[src/hw/rst_seq_pkg.sv]
/*
 * Constants, types and register map of the system reset sequencer.
 * Assumes a single 100 MHz clock that is already running in every state.
 */
// Notes on behaviour
// - Latch outside low reset pin, clock-synchronised.
// - Drive pin 512 cycles after outside releases.
// - Internal request drives pin 512+, while present.
// - Then float pin ten cycles, then sample.
// - High starts reset processing; low repeats drive.
// - Postpone recognition until bus cycle end; code also takes it once BUS_WAIT_MAX cycles pass with no end.
// - Recognise at bus end, abort processing; code also recognises at the BUS_WAIT_MAX limit.
// - Synchronised request asserts internal master reset.
// - Power-on: hold pin until lock plus 512.
// - Modules reset after four master reset cycles.
// - Integration pins inactive while pin asserted.
// - Port pins come out as high-impedance inputs.
// - Master reset: abort, clear traces, supervisor, mask 7.
// - Master reset clears vector table base.
// - On master release, sample breakpoint first.
// - Load stack pointer, then program counter, then fetch.
// - Vectors from internal RAM or boot chip select.
// - One cause bit per source, several together.
// - Cause register updated at pin release only.
// - Either breakpoint low enables background debug.

package rst_seq_pkg;

	localparam int unsigned PULSE_CYCLES    = 512;
	localparam int unsigned FLOAT_CYCLES    = 10;
	localparam int unsigned MRST_MIN_CYCLES = 4;
	localparam int unsigned CNT_W           = 10;

	localparam logic [7:0] OFS_CTRL   = 8'h00;
	localparam logic [7:0] OFS_CAUSE  = 8'h04;
	localparam logic [7:0] OFS_STATUS = 8'h08;
	localparam logic [7:0] OFS_VBASE  = 8'h0C;

	localparam int unsigned CTRL_SW_RST = 0;

	localparam int unsigned CAUSE_W   = 4;
	localparam int unsigned CAUSE_EXT = 0;
	localparam int unsigned CAUSE_INT = 1;
	localparam int unsigned CAUSE_SW  = 2;
	localparam int unsigned CAUSE_POR = 3;

	localparam logic [2:0]  IPL_RESET   = 3'h7;
	localparam logic [31:0] VBASE_RESET = 32'h0000_0000;
	localparam logic [31:0] VEC_ISP_OFS = 32'h0000_0000;
	localparam logic [31:0] VEC_PC_OFS  = 32'h0000_0004;

	typedef enum logic [2:0] {
		ST_POR      = 3'h0,
		ST_EXT_WAIT = 3'h1,
		ST_DRIVE    = 3'h2,
		ST_FLOAT    = 3'h3,
		ST_RUN      = 3'h4
	} seq_state_t;

	typedef enum logic [2:0] {
		BT_IDLE = 3'h0,
		BT_BREAKPOINT_INPUT = 3'h1,
		BT_ISP  = 3'h2,
		BT_PC   = 3'h3,
		BT_GO   = 3'h4
	} boot_state_t;

	typedef struct packed {
		logic       trace_bit_high;
		logic       trace_bit_low;
		logic       supervisor;
		logic [2:0] ipl;
	} cpu_sr_t;

	typedef struct packed {
		logic        valid;
		logic        boot_chip_select;
		logic [31:0] addr;
	} vec_req_t;

endpackage : rst_seq_pkg

[src/hw/system_reset_sequencer.sv]
/*
 * System reset sequencer: shared reset pin stretching and retest, master
 * reset, module reset, reset cause register and the reset vector fetch.
 * Assumes all inputs are synchronous to CLK and the pin has a pull-up.
 */
// The implementer's own choices: strobed register access and the placing of the registers.
`timescale 1ns/10ps
`default_nettype none

module system_reset_sequencer #(
	parameter int unsigned EXT_MIN_CYCLES = 2,
	parameter int unsigned BUS_WAIT_MAX   = 64
) (
	// Clock and power-on reset
	input  wire logic                 CLK,
	input  wire logic                 RST_B,
	input  wire logic                 PLL_LOCK,
	// Shared reset pin
	input  wire logic                 RESET_PIN_I,
	output logic                      RESET_PIN_O,
	output logic                      RESET_PIN_OE,
	// Reset sources and bus timing
	input  wire logic                 INT_RST_REQ,
	input  wire logic                 BUS_CYCLE_END,
	// Reset outputs to the system
	output logic                      MASTER_RESET,
	output logic                      MODULE_RESET,
	output logic                      ABORT_EXEC,
	output logic                      SIM_PINS_INACTIVE,
	output logic                      PORT_PINS_HIZ,
	// Processor start-up
	input  wire logic                 BREAKPOINT_INPUT_INT_B,
	input  wire logic                 BREAKPOINT_INPUT_EXT_B,
	input  wire logic                 BOOT_FROM_RAM,
	output rst_seq_pkg::vec_req_t     VEC_REQ,
	input  wire logic                 VEC_ACK,
	input  wire logic [31:0]          VEC_DATA,
	output rst_seq_pkg::cpu_sr_t      CPU_SR,
	output logic [31:0]               STACK_PTR,
	output logic [31:0]               PROG_CNT,
	output logic                      BDM_ENABLE,
	output logic                      FIRST_FETCH,
	// Register port
	input  wire logic [7:0]           ADDR,
	input  wire logic [31:0]          WDATA,
	input  wire logic                 WR,
	input  wire logic                 RD,
	output logic [31:0]               RDATA
);

	rst_seq_pkg::seq_state_t           state_r;
	rst_seq_pkg::seq_state_t           state_nxt;
	rst_seq_pkg::boot_state_t          boot_r;
	logic [rst_seq_pkg::CNT_W-1:0]     cnt_r;
	logic [rst_seq_pkg::CNT_W-1:0]     cnt_nxt;
	logic [15:0]                       ext_cnt_r;
	logic [15:0]                       wait_cnt_r;
	logic                              ext_latch_r;
	logic                              sw_req_r;
	logic                              mrst_r;
	logic [2:0]                        mcnt_r;
	logic [rst_seq_pkg::CAUSE_W-1:0]   pend_r;
	logic [rst_seq_pkg::CAUSE_W-1:0]   cause_r;
	logic [31:0]                       vbase_r;
	logic                              req_pend;
	logic                              go;
	logic                              release_ev;
	logic                              pulse_end;
	logic                              float_end;
	logic                              hold_req;

	assign req_pend  = ext_latch_r | INT_RST_REQ | sw_req_r;
	// A bus cycle in flight finishes, or BUS_WAIT_MAX cycles pass, before reset takes hold
	assign go        = (state_r == rst_seq_pkg::ST_RUN) && req_pend &&
		(BUS_CYCLE_END || wait_cnt_r == 16'(BUS_WAIT_MAX));
	assign pulse_end = cnt_r == rst_seq_pkg::CNT_W'(rst_seq_pkg::PULSE_CYCLES - 1);
	assign float_end = cnt_r == rst_seq_pkg::CNT_W'(rst_seq_pkg::FLOAT_CYCLES - 1);
	assign hold_req  = INT_RST_REQ | sw_req_r;
	assign release_ev = (state_r == rst_seq_pkg::ST_FLOAT) && float_end && RESET_PIN_I;

	always_comb begin
		state_nxt = state_r;
		cnt_nxt   = cnt_r + 1'b1;
		case (state_r)
			rst_seq_pkg::ST_POR: begin
				if (!PLL_LOCK) begin
					cnt_nxt = '0;
				end else if (pulse_end) begin
					state_nxt = rst_seq_pkg::ST_FLOAT;
					cnt_nxt   = '0;
				end
			end
			rst_seq_pkg::ST_EXT_WAIT: begin
				cnt_nxt = '0;
				if (RESET_PIN_I) begin
					state_nxt = rst_seq_pkg::ST_DRIVE;
				end
			end
			rst_seq_pkg::ST_DRIVE: begin
				if (pulse_end) begin
					if (hold_req) begin
						cnt_nxt = cnt_r;
					end else begin
						state_nxt = rst_seq_pkg::ST_FLOAT;
						cnt_nxt   = '0;
					end
				end
			end
			rst_seq_pkg::ST_FLOAT: begin
				if (float_end) begin
					cnt_nxt   = '0;
					state_nxt = RESET_PIN_I ? rst_seq_pkg::ST_RUN : rst_seq_pkg::ST_DRIVE;
				end
			end
			rst_seq_pkg::ST_RUN: begin
				cnt_nxt = '0;
				if (go) begin
					state_nxt = ext_latch_r ? rst_seq_pkg::ST_EXT_WAIT : rst_seq_pkg::ST_DRIVE;
				end
			end
			default: begin
				state_nxt = rst_seq_pkg::ST_POR;
				cnt_nxt   = '0;
			end
		endcase
	end

	always_ff @(posedge CLK or negedge RST_B) begin
		if (!RST_B) begin
			state_r <= rst_seq_pkg::ST_POR;
			cnt_r   <= '0;
		end else begin
			state_r <= state_nxt;
			cnt_r   <= cnt_nxt;
		end
	end

	// Only ever pulls low, so others can share the line
	assign RESET_PIN_O = 1'b0;
	always_ff @(posedge CLK or negedge RST_B) begin
		if (!RST_B) begin
			RESET_PIN_OE      <= 1'b1;
			SIM_PINS_INACTIVE <= 1'b1;
		end else begin
			RESET_PIN_OE      <= state_nxt == rst_seq_pkg::ST_POR || state_nxt == rst_seq_pkg::ST_DRIVE;
			SIM_PINS_INACTIVE <= state_nxt != rst_seq_pkg::ST_RUN;
		end
	end

	// Low samples are counted only while nobody inside drives the pin
	always_ff @(posedge CLK or negedge RST_B) begin
		if (!RST_B) begin
			ext_cnt_r   <= '0;
			ext_latch_r <= 1'b0;
		end else if (state_r != rst_seq_pkg::ST_RUN) begin
			ext_cnt_r   <= '0;
			ext_latch_r <= 1'b0;
		end else if (RESET_PIN_I) begin
			ext_cnt_r <= '0;
		end else if (ext_cnt_r == 16'(EXT_MIN_CYCLES - 1)) begin
			ext_latch_r <= 1'b1;
		end else begin
			ext_cnt_r <= ext_cnt_r + 1'b1;
		end
	end

	// Stands in for the bus monitor when a cycle never ends
	always_ff @(posedge CLK or negedge RST_B) begin
		if (!RST_B) begin
			wait_cnt_r <= '0;
		end else if (!req_pend || go) begin
			wait_cnt_r <= '0;
		end else if (wait_cnt_r != 16'(BUS_WAIT_MAX)) begin
			wait_cnt_r <= wait_cnt_r + 1'b1;
		end
	end

	always_ff @(posedge CLK or negedge RST_B) begin
		if (!RST_B) begin
			mrst_r <= 1'b1;
			mcnt_r <= '0;
		end else begin
			if (go) begin
				mrst_r <= 1'b1;
			end else if (release_ev) begin
				mrst_r <= 1'b0;
			end
			if (!mrst_r) begin
				mcnt_r <= '0;
			end else if (mcnt_r != 3'(rst_seq_pkg::MRST_MIN_CYCLES)) begin
				mcnt_r <= mcnt_r + 1'b1;
			end
		end
	end

	assign MASTER_RESET  = mrst_r;
	assign ABORT_EXEC    = mrst_r;
	assign PORT_PINS_HIZ = mrst_r;
	assign MODULE_RESET  = mrst_r && mcnt_r == 3'(rst_seq_pkg::MRST_MIN_CYCLES);

	// Causes gather while reset runs and show only once the pin lets go
	always_ff @(posedge CLK or negedge RST_B) begin
		if (!RST_B) begin
			pend_r  <= rst_seq_pkg::CAUSE_W'(1) << rst_seq_pkg::CAUSE_POR;
			cause_r <= '0;
		end else if (release_ev) begin
			cause_r <= pend_r;
			// An internal request raised at the release edge is kept for the next reset
			pend_r  <= rst_seq_pkg::CAUSE_W'(INT_RST_REQ) << rst_seq_pkg::CAUSE_INT;
		end else begin
			// A software request written at the take edge still counts as a cause
			if (go || state_r == rst_seq_pkg::ST_DRIVE) begin
				pend_r[rst_seq_pkg::CAUSE_EXT] <= pend_r[rst_seq_pkg::CAUSE_EXT] | ext_latch_r;
				pend_r[rst_seq_pkg::CAUSE_SW]  <= pend_r[rst_seq_pkg::CAUSE_SW] | sw_req_r;
			end
			if (INT_RST_REQ) begin
				pend_r[rst_seq_pkg::CAUSE_INT] <= 1'b1;
			end
		end
	end

	always_ff @(posedge CLK or negedge RST_B) begin
		if (!RST_B) begin
			sw_req_r <= 1'b0;
		end else if (WR && ADDR == rst_seq_pkg::OFS_CTRL && WDATA[rst_seq_pkg::CTRL_SW_RST]) begin
			sw_req_r <= 1'b1;
		end else if (state_r == rst_seq_pkg::ST_DRIVE && pulse_end) begin
			sw_req_r <= 1'b0;
		end
	end

	always_ff @(posedge CLK or negedge RST_B) begin
		if (!RST_B) begin
			vbase_r <= rst_seq_pkg::VBASE_RESET;
			CPU_SR  <= '0;
		end else if (mrst_r) begin
			vbase_r               <= rst_seq_pkg::VBASE_RESET;
			CPU_SR.trace_bit_high <= 1'b0;
			CPU_SR.trace_bit_low  <= 1'b0;
			CPU_SR.supervisor     <= 1'b1;
			CPU_SR.ipl            <= rst_seq_pkg::IPL_RESET;
		end else if (WR && ADDR == rst_seq_pkg::OFS_VBASE) begin
			vbase_r <= WDATA;
		end
	end

	always_ff @(posedge CLK or negedge RST_B) begin
		if (!RST_B) begin
			RDATA <= '0;
		end else if (RD) begin
			case (ADDR)
				rst_seq_pkg::OFS_CTRL:   RDATA <= 32'(sw_req_r);
				rst_seq_pkg::OFS_CAUSE:  RDATA <= 32'(cause_r);
				rst_seq_pkg::OFS_STATUS: RDATA <= 32'({BDM_ENABLE, PLL_LOCK, mrst_r, state_r});
				rst_seq_pkg::OFS_VBASE:  RDATA <= vbase_r;
				default:                 RDATA <= '0;
			endcase
		end else begin
			RDATA <= '0;
		end
	end

	// Start-up after master reset negates
	always_ff @(posedge CLK or negedge RST_B) begin
		if (!RST_B) begin
			boot_r      <= rst_seq_pkg::BT_IDLE;
			BDM_ENABLE  <= 1'b0;
			VEC_REQ     <= '0;
			STACK_PTR   <= '0;
			PROG_CNT    <= '0;
			FIRST_FETCH <= 1'b0;
		end else if (mrst_r) begin
			boot_r      <= release_ev ? rst_seq_pkg::BT_BREAKPOINT_INPUT : rst_seq_pkg::BT_IDLE;
			VEC_REQ     <= '0;
			FIRST_FETCH <= 1'b0;
		end else begin
			FIRST_FETCH <= 1'b0;
			case (boot_r)
				rst_seq_pkg::BT_BREAKPOINT_INPUT: begin
					BDM_ENABLE               <= !BREAKPOINT_INPUT_INT_B || !BREAKPOINT_INPUT_EXT_B;
					VEC_REQ.valid            <= 1'b1;
					VEC_REQ.boot_chip_select <= !BOOT_FROM_RAM;
					VEC_REQ.addr             <= vbase_r + rst_seq_pkg::VEC_ISP_OFS;
					boot_r                   <= rst_seq_pkg::BT_ISP;
				end
				rst_seq_pkg::BT_ISP: begin
					if (VEC_ACK) begin
						STACK_PTR    <= VEC_DATA;
						VEC_REQ.addr <= vbase_r + rst_seq_pkg::VEC_PC_OFS;
						boot_r       <= rst_seq_pkg::BT_PC;
					end
				end
				rst_seq_pkg::BT_PC: begin
					if (VEC_ACK) begin
						PROG_CNT <= VEC_DATA;
						VEC_REQ  <= '0;
						boot_r   <= rst_seq_pkg::BT_GO;
					end
				end
				rst_seq_pkg::BT_GO: begin
					FIRST_FETCH <= 1'b1;
					boot_r      <= rst_seq_pkg::BT_IDLE;
				end
				default: begin
					boot_r <= rst_seq_pkg::BT_IDLE;
				end
			endcase
		end
	end

	// Checking
	logic [rst_seq_pkg::CNT_W:0] oe_run_r;
	logic                        por_seen_r;
	always_ff @(posedge CLK or negedge RST_B) begin
		if (!RST_B) begin
			oe_run_r   <= '0;
			por_seen_r <= 1'b0;
		end else begin
			oe_run_r <= !RESET_PIN_OE ? '0 : (&oe_run_r ? oe_run_r : oe_run_r + 1'b1);
			if (state_r != rst_seq_pkg::ST_POR) begin
				por_seen_r <= 1'b1;
			end
		end
	end
endmodule : system_reset_sequencer

`default_nettype wire

[config.mk]
export PLATFORM = sky130hd
export DESIGN_NAME = system_reset_sequencer
export DESIGN_NICKNAME = d
export VERILOG_FILES = /design/src/hw/rst_seq_pkg.sv /design/src/hw/system_reset_sequencer.sv
export SDC_FILE = /design/constraint.sdc
export NUM_CORES = 1
export LEC_CHECK = 0
export BUFFER_PORTS_ARGS = -buffer_cell sky130_fd_sc_hd__buf_2
export CAP_MARGIN = 0
export CELL_PAD_IN_SITES_DETAIL_PLACEMENT = 0
export CELL_PAD_IN_SITES_GLOBAL_PLACEMENT = 1
export CORE_MARGIN = 1.5
export CORE_UTILIZATION = 42
export DETAILED_ROUTE_END_ITERATION = 12
export PLACE_DENSITY_LB_ADDON = 0.1
export SETUP_SLACK_MARGIN = 0.5
export SLEW_MARGIN = 20
export SYNTH_ARGS = -nofsm -noshare
export SYNTH_HDL_FRONTEND = slang
export SYNTH_SLANG_ARGS = --single-unit
[constraint.sdc]
create_clock -name CLK -period 2.5 [get_ports CLK]
set_input_delay 0.625 -clock CLK [delete_from_list [all_inputs] [get_ports CLK]]
set_output_delay 0.625 -clock CLK [all_outputs]
set_load 0.01 [all_outputs]
# Word level (Yosys, flattened, before mapping)
# Index checks and enable logic that the tools add are counted.
# W data, S select, Z words.
[totals]
regBits = 230
latchBits = 0
ramBits = 0
rom_bits = 0
input_bits = 84
output_inout_bits = 145
wordCells = 151
mem_count = 0
[classes]
addsub = 5
n_mul = 0
div = 0
order_cmp = 0
eq_ne = 27
shifts = 0
muxes = 50
bitwise_logic = 6
n_reduce_logical = 37
[op_table]
columns = ["cell", "count"]
rows = [
  ["$mux W32", 4],
  ["$pmux W32 S4", 1],
  ["$pmux W32 S3", 1],
  ["$mux W16", 5],
  ["$mux W34", 2],
  ["$mux W10", 5],
  ["$mux W3", 14],
  ["$add A16 B1 Y16 const B", 2],
  ["$add A32 B3 Y32 const B", 1],
  ["$pmux W10 S3", 1],
  ["$ne A3 B3 Y1 const B", 7],
  ["$eq A16 B1 Y1 const B", 1],
  ["$eq A16 B7 Y1 const B", 1],
  ["$eq A8 B4 Y1 const B", 2],
  ["$ne A16 B7 Y1 const B", 1],
  ["$eq A3 B2 Y1 const B", 5],
  ["$pmux W3 S5", 1],
  ["$reduce_bool A2 Y1", 7],
  ["$mux W1", 13],
  ["$add A10 B1 Y10 const B", 1],
  ["$eq A10 B4 Y1 const B", 1],
  ["$eq A10 B9 Y1 const B", 1],
  ["$eq A3 B3 Y1 const B", 3],
  ["$logic_and A1 B1 Y1", 9],
  ["other kinds (17)", 36],
]

# Depth between registers and ports, before layout
# Gate-level depths: netlist of run 1.
[logic_depth]
word_depth = 8
ltp_mapped = 8
mapped_depth_nobuf = 6

# Worst setup path before layout of run 1
# No wires, ideal clock.
[synth_path]
kind = "flip-flop to flip-flop"
from = "register wait_cnt_r[0]"
to = "register wait_cnt_r[10]"
setup_time_ns = 0.132
arrival_ns = 1.855
required_time_ns = 2.368
setup_slack_ns = 0.514
stages_incl_launch_ff = 8
path_buffers = 1
period_less_slack_ns = 1.986
path_cell_list = "dfrtp_1 > inv_1 > ha_1 > nor4bb_1 > a41oi_1 > o21bai_1 > clkbuf_1 > nor2_1"
[synth_via]
elab_chain_len = 5
elab_cells_between_ends = 9
classes_between = "add/sub (1); eq/ne (2); mux (2); reduce/logical (4)"
[synth_rtl]
columns = ["element", "line", "source"]
rows = [
  ["start: declaration", "system_reset_sequencer.sv:57", "logic [15:0] wait_cnt_r;"],
  ["start signal: assignment", "system_reset_sequencer.sv:174", "wait_cnt_r <= wait_cnt_r + 1'b1;"],
  ["parallel branches: the longest is 5 deep, another holds $add A16 B1 Y16", "-", ""],
]
# Parallel ways; which one is timed is not known. The select of a mux whose other input is x is not followed.
# A chain may end at the register's enable or synchronous reset.

# Worst setup path after layout of run 1
[layout_path]
from = "register mrst_r (netlist: ABORT_EXEC)"
to = "output MODULE_RESET"
[layout_via]
elab_chain_len = 1
[layout_rtl]
columns = ["element", "line", "source"]
rows = [
  ["start: declaration", "system_reset_sequencer.sv:60", "logic mrst_r;"],
  ["start signal: assignment", "system_reset_sequencer.sv:180", "mrst_r <= 1'b1;"],
  ["start signal: assignment", "system_reset_sequencer.sv:184", "mrst_r <= 1'b1;"],
  ["start signal: assignment", "system_reset_sequencer.sv:186", "mrst_r <= 1'b0;"],
  ["$logic_and A1 B1 Y1", "system_reset_sequencer.sv:199", "assign MODULE_RESET = mrst_r && mcnt_r == 3'(rst_seq_pkg::MRST_MIN_CYCLES);"],
  ["end: declaration", "system_reset_sequencer.sv:27", "output logic MODULE_RESET,"],
]
# Every way passes these cells.

==> flow_summary.yaml, run 1 <==
sta:
  grt_setup_unrepaired: "true"
  worst_slack_ns: 0.3955
  max_freq_mhz: 475.2
  setup_viol: 0
  fin_crit_sh_pct: 84.18
  skew_ns: 0.01208
  max_slew_margin_pct: 60.67
  setup_tns_ns: 0
  tightest_slew_ns: 0.5899
  final-hold-violation-count: 0
  finalMaxSlewViolations: 0
  layout_min_cycle_time_ns: 2.104
global_routing:
  grt_max_degree: 63
  grt.total_usage_pct: 20.58
  grt_pass1_vias: 7631
  grt_overflow: 0
  grt_pass1_wl_um: 42050
  grt_antenna_before_repair: 3
cells_and_area:
  drive_gt1_share_pct: 36.18
  final_nets: 1242
  layoutNonFillerInstCount: 1489
  area_growth_pct: 26.63
pwr:
  vdd_ir_drop_max_uv: 400.7
  p_leak_nw: 6.471
  p_per_area_nw_per_um2: 638.9
place:
  port_buffers: 225
  place_hpwl_um: 18430
  gp_congestion: 0.8096
  place_inst: 1422
  place_ws_ns: 0.2392
yosys:
  synth.distinct_cells: 62
  synth_fa_ha_area_share_pct: 1.101
  yosysTopAreaCell: "dfrtp_1"
  avgSynthCellArea_sq_um: 11.26
  synth_top_area_share_pct: 55.05
  synth.area.top_cells: "dfrtp_1 (55%), mux2_2 (8.1%), mux2i_1 (3.6%)"
  netlist_area_sq_um: 10230
  yosys.area_share.simple_pct: 17.86
  ys_top_cells_by_count: "dfrtp_1 (225), nor2_1 (85), mux2_2 (74)"
  synth_edf_count: 0
  async_reset_ff_share_pct: 100.0
  ys_warn_count: 0
  yosysMostFrequentCell: "dfrtp_1"
  ys_ff_latch: 229
  synth_mux_area_share_pct: 11.77
  synth_top_family_by_area: "simple AND/OR/NAND/NOR gates"
  synth-xor-area-share_pct: 3.511
  synth_compound_gate_area_share_pct: 6.582
  synth_flop_cell: "dfrtp_1"
  seq_area_frac_synth_pct: 56.08
  postSynthCellCount: 908
cts:
  hold_buffers: 0
  cts_tree: "built"
  cts_max_level: 1
  clockBufferDepth: 3
  numCtsBuffers: 26
  cts_sinks: 229
  clockRootBuffer: "clkbuf_16"
  clkLatencyLatePin_ns: 0.53
  clk_pin_slew_ns: 0.06
routing:
  routed_via_density: 5.210
  wl_per_cell_um: 17.68
  route.detailed.drc: 0
  first_iter_violations: 432
  via_count: 7757
  wirelength_um: 26320
  ant_nets: 0
  drt_pass1_iterations: 4
critical_path:
  r2r_slack_ns: 0.56
  reg2reg_depth: 7
  max_stage_delay_ns: 0.65
  cp-endpoint: "MODULE_RESET"
  startpoint: "ABORT_EXEC$_DFFE_PN1P_"
  cp_max_fo: 2
  timing.rr.end: "PROG_CNT[26]$_DFFE_PN0P_"
  path_class: "flip-flop to output port"
  arrival_ns: 1.48
  crit_path_start_kind: "flip-flop"
  cp.depth: 3
  crit_family: "flip-flops"
  worstPathRequired_ns: 1.88
  path_cells: "clkinvlp_4 -> nor2_1 -> buf_2"
  r2r-start: "ABORT_EXEC$_DFFE_PN1P_"
  crit_buf_inv: 2
  cp-end-kind: "output port"
  cp_slowest_cell: "dfstp_4"
die:
  die_h_um: 159.0
  die_width_um: 159.0
  pin_count: 229
  die_area_sq_um: 25300
  core_area_sq_um: 23680
  initial_core_util_pct: 43.18
  row_count: 56
run_status:
  outcome: "completed"
job:
  cap_viol_max_count: 0
worst_hold_path:
  hp-class: "primary input to async pin"
[area by class of cell]
class	count	area [sq um]
clock buffers	40	814.5
flip-flops and latches	229	5748
inverters	14	56.30
clock inverters	8	65.06
multi-input cells	611	4304
repair buffers	267	1562
diodes	1	2.502
fillers	2176	10730
well taps	319	399.1
[metal layers]
metal  global-route usage, %  part of all wire [%]  vias to the layer above
met5                       0                  0.10                        -
met4                   6.775                   2.9                        4
met3                   3.204                   3.8                       50
met2                   35.55                    51                      165
met1                   26.43                    43                     3821
li1                        -                     -                     3717
[state kept, by name (all words and copies together), names as in the netlist]
| register | cells |
|---|---|
| ext_cnt_r | 16 |
| cnt_r | 10 |
| CPU_SR | 1 |
| vbase_r | 32 |
| pend_r | 4 |
| SIM_PINS_INACTIVE | 1 |
| wait_cnt_r | 16 |
| STACK_PTR | 32 |
| VEC_REQ | 34 |
| boot_r | 3 |
| ext_latch_r | 1 |
| RESET_PIN_OE | 1 |
| state_r | 3 |
| BDM_ENABLE | 1 |
| RDATA | 32 |
| FIRST_FETCH | 1 |
| cause_r | 4 |
| PROG_CNT | 32 |
| ABORT_EXEC | 1 |
| mcnt_r | 3 |
| sw_req_r | 1 |
[placed cells by master, fill, tap and decap left out, types with 8 or more instances in the layout]
| master | count |
|---|---|
| clkbuf_8 | 9 |
| inv_1 | 11 |
| nor3_1 | 14 |
| o211ai_1 | 13 |
| dfrtp_1 | 218 |
| or4_1 | 12 |
| xor2_1 | 20 |
| nor2_1 | 85 |
| and3_1 | 8 |
| and4_1 | 10 |
| o21ai_0 | 29 |
| mux2i_1 | 37 |
| nand2_1 | 57 |
| buf_2 | 221 |
| buf_4 | 34 |
| a21oi_1 | 17 |
| clkbuf_16 | 28 |
| nor4_1 | 10 |
| nand3_1 | 41 |
| nand4_1 | 27 |
| mux2_2 | 74 |
| nor2b_1 | 8 |
| xnor2_1 | 21 |
| and2_1 | 30 |
[where the power goes]
part	leakage [nW]	switching, mW	internal, mW
Sequential	3.10	0.0801	3.79
Combinational	2.93	0.305	0.256
Clock	0.444	1.51	2.33
Total	6.47	1.89	6.38
[stage by stage]
| step | utilization (%) | cell area (sq um) | total power [mW] | hold slack [ns] |
|---|---|---|---|---|
| final | 54.69 | 12950 | 8.274 | 0.02016 |
| after global routing | 54.69 | 12950 | 8.599 | 0.04621 |
| after CTS | 53.90 | 12770 | 8.322 | 0.02166 |
| after detailed placement | 49.71 | 11770 | 4.450 | 0.4703 |
| after global placement | 49.71 | 11770 | 4.445 | 0.4626 |
| after floorplan | - | 10230 | 4.177 | 0.3294 |
[worst register-to-register path: stages (launching register included)]
cell	delay, ns
dfstp_4	0.49
buf_8	0.14
buf_4	0.15
buf_4	0.20
nor3_4	0.18
buf_4	0.16
buf_12	0.15
mux2_2	0.35
[cells by family after synthesis]
group	Yosys count
compound gates	103
xor+xnor	41
fa+ha+maj	9
buf+inv	70
flops	229
mux	111
other cells	1
simple gates	344
[timing repair]
action | 4_1_cts | 5_1_grt
pin swaps | 1 | 7
buffers inserted | 6 | 10
endpoints found under the setup margin | 25 | 72
gates resized for setup | 15 | 22
cloned | 0 | 2
endpoints found under the hold margin | 0 | 0
[worst min-delay path by stage]
stage,from,end,slack (ns),cells after the start
CTS,RST_B,vbase_r[14]$_DFFE_PN0P_,0.02,1
detailed placement,VEC_REQ[28]$_DFFE_PN0P_,VEC_REQ[28]$_DFFE_PN0P_,0.47,2
global placement,VEC_REQ[13]$_DFFE_PN0P_,VEC_REQ[13]$_DFFE_PN0P_,0.46,2
global route,RST_B,vbase_r[14]$_DFFE_PN0P_,0.05,1
floorplan,RST_B,BDM_ENABLE$_DFFE_PN0P_,0.33,0
finish,RST_B,RDATA[12]$_DFF_PN0_,0.02,1
(Power assumes the default switching activity.)
==> inputs of run 2 (changes only) <==
--- a/config.mk
+++ b/config.mk
@@ -5,12 +5,13 @@
 export SDC_FILE = /design/constraint.sdc
 export NUM_CORES = 1
 export LEC_CHECK = 0
+export ABC_AREA = 1
 export BUFFER_PORTS_ARGS = -buffer_cell sky130_fd_sc_hd__buf_2
 export CAP_MARGIN = 0
 export CELL_PAD_IN_SITES_DETAIL_PLACEMENT = 0
 export CELL_PAD_IN_SITES_GLOBAL_PLACEMENT = 1
 export CORE_MARGIN = 1.5
-export CORE_UTILIZATION = 42
+export CORE_UTILIZATION = 40
 export DETAILED_ROUTE_END_ITERATION = 12
 export PLACE_DENSITY_LB_ADDON = 0.1
 export SETUP_SLACK_MARGIN = 0.5
==> constraint.sdc (replaced) <==
create_clock -name CLK -period 2.2 [get_ports CLK]
set_input_delay 0.55 -clock CLK [delete_from_list [all_inputs] [get_ports CLK]]
set_output_delay 0.55 -clock CLK [all_outputs]
set_load 0.01 [all_outputs]
==> run 2 against run 1 <==
  * First-iteration DRC count rose by 38%
  * Register-to-register slack worse by 0.16 ns
  * Sequential power grew 9.0%
  * Clock power rose by 16%
  * Via count increased by 23%
  * Setup slack worse by 0.21 ns
  * Critical path type unchanged
  * Area after synthesis is 2.9% higher
  * Largest cell class unchanged
  * Critical path depth shrank 1
  * Global-route usage increased by 1.6 points
  * Synthesized cell count increased by 40%
==> flow_summary.yaml, run 2 <==
routing:
  drt_pass1_iterations: 5
  wirelength_um: 31870
  via_count: 9528
  routed_via_density: 5.007
  ant_nets: 0
  route.detailed.drc: 0
  first_iter_violations: 598
  wl_per_cell_um: 16.75
job:
  cap_viol_max_count: 0
worst_hold_path:
  hp-class: "primary input to flip-flop"
  whs_path_depth: 3
place:
  gp_congestion: 0.8200
  place_ws_ns: 0.1325
  port_buffers: 225
  place_hpwl_um: 21450
sta:
  skew_ns: 0.009648
  grt_setup_unrepaired: "true"
  final-hold-violation-count: 0
  setup_tns_ns: 0
  layout_min_cycle_time_ns: 2.012
  setup_viol: 0
  finalMaxSlewViolations: 0
  worst_slack_ns: 0.1876
  max_freq_mhz: 496.9
  fin_crit_sh_pct: 91.47
cells_and_area:
  fin_util_pct: 53.83
  largest_register_ffs: 34
  area_growth_pct: 32.48
  final_cell_mix: "nand2_1 (319), buf_2 (217), dfrtp_1 (216), inv_1 (141), nand3_1 (101)"
  regMostFlops: "VEC_REQ"
  final_common_cell: "nand2_1"
  drive_gt1_share_pct: 27.82
  final_nets: 1642
critical_path:
  path_cells: "buf_6 -> buf_6"
  crit_top_cell: "buf_6"
  crit_path_start_kind: "flip-flop"
  reg2reg_depth: 10
  cp-end-kind: "output port"
  max_stage_delay_ns: 0.64
  cp_max_fo: 4
  path_class: "flip-flop to output port"
  arrival_ns: 1.46
  cp_slowest_cell: "dfstp_2"
  worstPathRequired_ns: 1.65
yosys:
  yosysMostFrequentCell: "nand2_1"
  synth_flop_cell: "dfrtp_1"
  synth_mux_area_share_pct: 0
  yosysTopAreaCell: "dfrtp_1"
  synth.area.top_cells: "dfrtp_1 (53%), nand2_1 (12%), o21ai_0 (5.3%)"
  synth_top_family_by_area: "simple AND/OR/NAND/NOR gates"
  async_reset_ff_share_pct: 100.0
  ys_top_cells_by_count: "nand2_1 (330), dfrtp_1 (225), inv_1 (149)"
  avgSynthCellArea_sq_um: 8.264
  ys_ff_latch: 229
  yosys.area_share.simple_pct: 27.01
  synth_compound_gate_area_share_pct: 8.853
  synth-xor-area-share_pct: 0.6655
  ys_warn_count: 0
  synth_edf_count: 0
  seq_area_frac_synth_pct: 54.47
  postSynthCellCount: 1274
  synth_top_area_share_pct: 53.48
  netlist_area_sq_um: 10530
  synth.distinct_cells: 44
  synth_fa_ha_area_share_pct: 1.070
cts:
  cts_sinks: 229
  numCtsBuffers: 26
  clk_pin_slew_ns: 0.06
  cts_tree: "built"
  clockRootBuffer: "clkbuf_16"
  cts_max_level: 1
  clkLatencyLatePin_ns: 0.53
  clockBufferDepth: 3
die:
  die_h_um: 165.2
  initial_core_util_pct: 40.63
  pin_count: 229
  die_area_sq_um: 27300
  row_count: 59
  die_width_um: 165.2
  core_area_sq_um: 25910
global_routing:
  grt.total_usage_pct: 22.23
  grt_pass1_wl_um: 47600
  grt_antenna_before_repair: 2
  grt_max_degree: 66
  grt_pass1_vias: 8924
  grt_overflow: 0
run_status:
  outcome: "completed"
pwr:
  vdd_ir_drop_max_uv: 534.0
  p_leak_nw: 7.152
  p_per_area_nw_per_um2: 638.6
run 2: path summary, 6_finish.rpt:
check                                       start                  endpoint  slack [ns]
max                        ABORT_EXEC$_DFFE_PN1P_             PORT_PINS_HIZ        0.19
min                                      WDATA[3]    vbase_r[3]$_DFFE_PN0P_        0.26
max reg2reg                ABORT_EXEC$_DFFE_PN1P_   VEC_REQ[14]$_DFFE_PN0P_        0.40
min reg2reg                 pend_r[3]$_DFFE_PN1P_     pend_r[3]$_DFFE_PN1P_        0.45
max in group asynchronous                   RST_B  PROG_CNT[30]$_DFFE_PN0P_        0.98
min in group asynchronous                   RST_B     mcnt_r[0]$_DFFE_PN0N_        0.51
run 2: kinds of logic after synthesis:
group	count (synthesis)
fa+ha+maj	9
compound gates	175
xor+xnor	8
buf+inv	204
simple gates	648
flops	229
other cells	1
run 2: report_power, final:
part / leakage [nW] / switching [mW] / internal (mW)
logic: 3.62 / 0.158 / 0.0791
clock network: 0.437 / 1.76 / 2.70
registers: 3.09 / 0.00187 / 4.21
run 2: metrics by stage:
step                std cells  cell area [sq um]  power (mW)  hold slack (ns)
global route             1903              13950       9.227           0.2562
global placement         1815              12140       4.531           0.4405
floorplan                1276              10540       4.331           0.2544
finish                   1903              13950       8.907           0.2555
detailed placement       1815              12140       4.531           0.4406
CTS                      1869              13280       9.018           0.2343
run 2: worst max-delay path: cells and delay by family, from the launching register on:
family   cells  cell delay [ns]
flops        1             0.64
buf+inv      2             0.29
run 2: cell type report:
cell class	count	area, sq um
antenna	1	2.502
clock buffer	35	735.7
clock inverter	11	145.1
fill	2479	11960
inverter	158	609.3
multi-input combinational	845	4404
sequential	229	5747
tap	335	419.2
timing repair buffer	287	1866
timing repair inverter	2	20.02
run 2: repair_timing:
| action | 4_1_cts | 5_1_grt |
|---|---|---|
| buffers inserted | 6 | 24 |
| resized for setup | 53 | 94 |
| setup endpoints to repair | 112 | 150 |
| hold buffers | 1 | 0 |
| gates cloned | 1 | 9 |
| pin swaps | 6 | 24 |
| hold endpoints to repair | 33 | 0 |
run 2: per-layer routing:
| metal | vias to the layer above | part of all wire, % | wire, um | global-route usage (%) |
|---|---|---|---|---|
| li1 | 4695 | - | - | - |
| met1 | 4507 | 44 | 13950 | 29.91 |
| met2 | 284 | 48 | 15380 | 36.93 |
| met3 | 40 | 6.1 | 1930 | 4.321 |
| met4 | 2 | 1.9 | 600 | 5.201 |
| met5 | - | 0.035 | 11 | 0 |
==> inputs of run 3 (changes only) <==
--- a/config.mk
+++ b/config.mk
@@ -5,13 +5,12 @@
 export SDC_FILE = /design/constraint.sdc
 export NUM_CORES = 1
 export LEC_CHECK = 0
-export ABC_AREA = 1
 export BUFFER_PORTS_ARGS = -buffer_cell sky130_fd_sc_hd__buf_2
 export CAP_MARGIN = 0
 export CELL_PAD_IN_SITES_DETAIL_PLACEMENT = 0
 export CELL_PAD_IN_SITES_GLOBAL_PLACEMENT = 1
 export CORE_MARGIN = 1.5
-export CORE_UTILIZATION = 40
+export CORE_UTILIZATION = 42
 export DETAILED_ROUTE_END_ITERATION = 12
 export PLACE_DENSITY_LB_ADDON = 0.1
 export SETUP_SLACK_MARGIN = 0.5
==> run 3 against run 2 <==
  * Maximum frequency shrank 0.31%
  * Setup slack lost 0.0063 ns
  * Sequential cell count is the same
  * Largest cell class unchanged
  * Highest routed layer is now met4
==> flow_summary.yaml, run 3 (same netlist as run 1, synthesis figures left out) <==
run_status:
  outcome: "completed"
routing:
  route.detailed.drc: 0
  routed_via_density: 5.259
  first_iter_violations: 379
  via_count: 8278
  wirelength_um: 29270
  ant_nets: 0
  wl_per_cell_um: 18.60
  drt_pass1_iterations: 5
cells_and_area:
  num_antenna_cells: 0
  final_nets: 1330
  area_growth_pct: 44.57
  layoutNonFillerInstCount: 1574
  final_common_cell: "buf_2"
  drive_gt1_share_pct: 47.41
  multiInputGateArea_sq_um: 5092
  seqCellArea_sq_um: 5758
  nFillCells: 1993
  regMostFlops: "VEC_REQ"
  largest_register_ffs: 34
  final_cell_mix: "buf_2 (220), dfrtp_1 (210), buf_4 (81), nor2_1 (71), mux2_4 (68)"
sta:
  setup_tns_ns: 0
  max_slew_margin_pct: 59.39
  finalMaxSlewViolations: 0
  layout_min_cycle_time_ns: 2.019
  final-hold-violation-count: 0
  grt_setup_unrepaired: "true"
  skew_ns: 0.01333
  fin_crit_sh_pct: 91.76
  max_freq_mhz: 495.4
  setup_viol: 0
  tightest_slew_ns: 0.6045
critical_path:
  path_cells: "clkinvlp_4 -> nor2_1 -> buf_2"
  cp-end-kind: "output port"
  path_class: "flip-flop to output port"
  cp_max_fo: 2
  crit_path_start_kind: "flip-flop"
  max_stage_delay_ns: 0.63
  cp_slowest_cell: "dfstp_4"
  worstPathRequired_ns: 1.65
  arrival_ns: 1.47
  crit_buf_inv: 2
  crit_family: "flip-flops"
pwr:
  p_leak_nw: 7.383
  vdd_ir_drop_max_uv: 588.5
  p_per_area_nw_per_um2: 659.3
place:
  gp_congestion: 0.7825
  place_inst: 1438
  port_buffers: 225
  place_hpwl_um: 18140
die:
  die_area_sq_um: 25300
  die_width_um: 159.0
  row_count: 56
  pin_count: 229
  die_h_um: 159.0
  initial_core_util_pct: 43.18
  core_area_sq_um: 23680
cts:
  cts_max_level: 1
  cts_sinks: 229
  clk_pin_slew_ns: 0.06
  numCtsBuffers: 26
  clkLatencyLatePin_ns: 0.53
  clockRootBuffer: "clkbuf_16"
  clockBufferDepth: 3
  cts_tree: "built"
worst_hold_path:
  hp-class: "primary input to flip-flop"
global_routing:
  grt_antenna_before_repair: 0
  grt_overflow: 0
  grt_pass1_wl_um: 44630
  grt.total_usage_pct: 21.72
  grt_max_degree: 60
  grt_pass1_vias: 8282
job:
  cap_viol_max_count: 0
-- run 3: path summary, 6_finish.rpt --
kind	startpoint	endpoint	slack (ns)	depth (start not counted)
setup / recovery	ABORT_EXEC$_DFFE_PN1P_	MODULE_RESET	0.18	3
hold / removal	BREAKPOINT_INPUT_EXT_B	BDM_ENABLE$_DFFE_PN0P_	0.21	2
setup reg to reg	ABORT_EXEC$_DFFE_PN1P_	VEC_REQ[26]$_DFFE_PN0P_	0.19	10
hold reg to reg	pend_r[3]$_DFFE_PN1P_	pend_r[3]$_DFFE_PN1P_	0.49	1
max in group asynchronous	RST_B	RESET_PIN_OE$_DFF_PN1_	1.03	3
min in group asynchronous	RST_B	VEC_REQ[11]$_DFFE_PN0P_	0.51	2
-- run 3: final cells by class --
cell class,count,share of cell area (%)
clock inverters,9,0.8124
flip-flops and latches,229,38.94
well taps,319,2.700
repair buffers,354,17.49
clock buffers,37,5.230
inverters,14,0.3808
multi-input cells,612,34.44
-- run 3: repair_timing --
item / in CTS / in global routing
gates cloned: 8 / 8
gates resized for setup: 71 / 210
endpoints found under the setup margin: 136 / 144
buffers inserted: 43 / 30
pin swaps: 12 / 64
hold buffers: 1 / 0
endpoints found under the hold margin: 35 / 0
-- run 3: metal layers --
| layer | up-vias | global-route usage (%) | share of wire (%) |
|---|---|---|---|
| met3 | 45 | 4.741 | 5.8 |
| met2 | 231 | 37.06 | 49 |
| met5 | - | 0 | 0 |
| li1 | 3880 | - | - |
| met4 | 0 | 4.931 | 2.2 |
| met1 | 4122 | 28.28 | 43 |
-- run 3: stage by stage --
| step | util (%) | hold WS [ns] | area [sq um] | power (mW) | setup WS, ns |
|---|---|---|---|---|---|
| 2_1_floorplan | - | 0.2544 | 10400 | 4.754 | 0.3664 |
| 3_3_place_gp | 50.63 | 0.4586 | 11990 | 5.058 | 0.3023 |
| 3_5_place_dp | 50.63 | 0.4665 | 11990 | 5.067 | 0.2417 |
| 4_1_cts | 57.57 | 0.1819 | 13630 | 9.638 | 0.1495 |
| 5_1_grt | 62.43 | 0.1842 | 14790 | 10.13 | 0.1202 |
| 6_report | 62.43 | 0.2065 | 14790 | 9.748 | 0.1813 |
-- run 3: where the power goes --
part / internal (mW) / total [mW] / leakage, nW / switching (mW)
clock: 2.78 / 4.48 / 0.446 / 1.70
combinational: 0.414 / 0.844 / 3.85 / 0.431
sequential: 4.31 / 4.42 / 3.08 / 0.111
total: 7.50 / 9.75 / 7.38 / 2.24
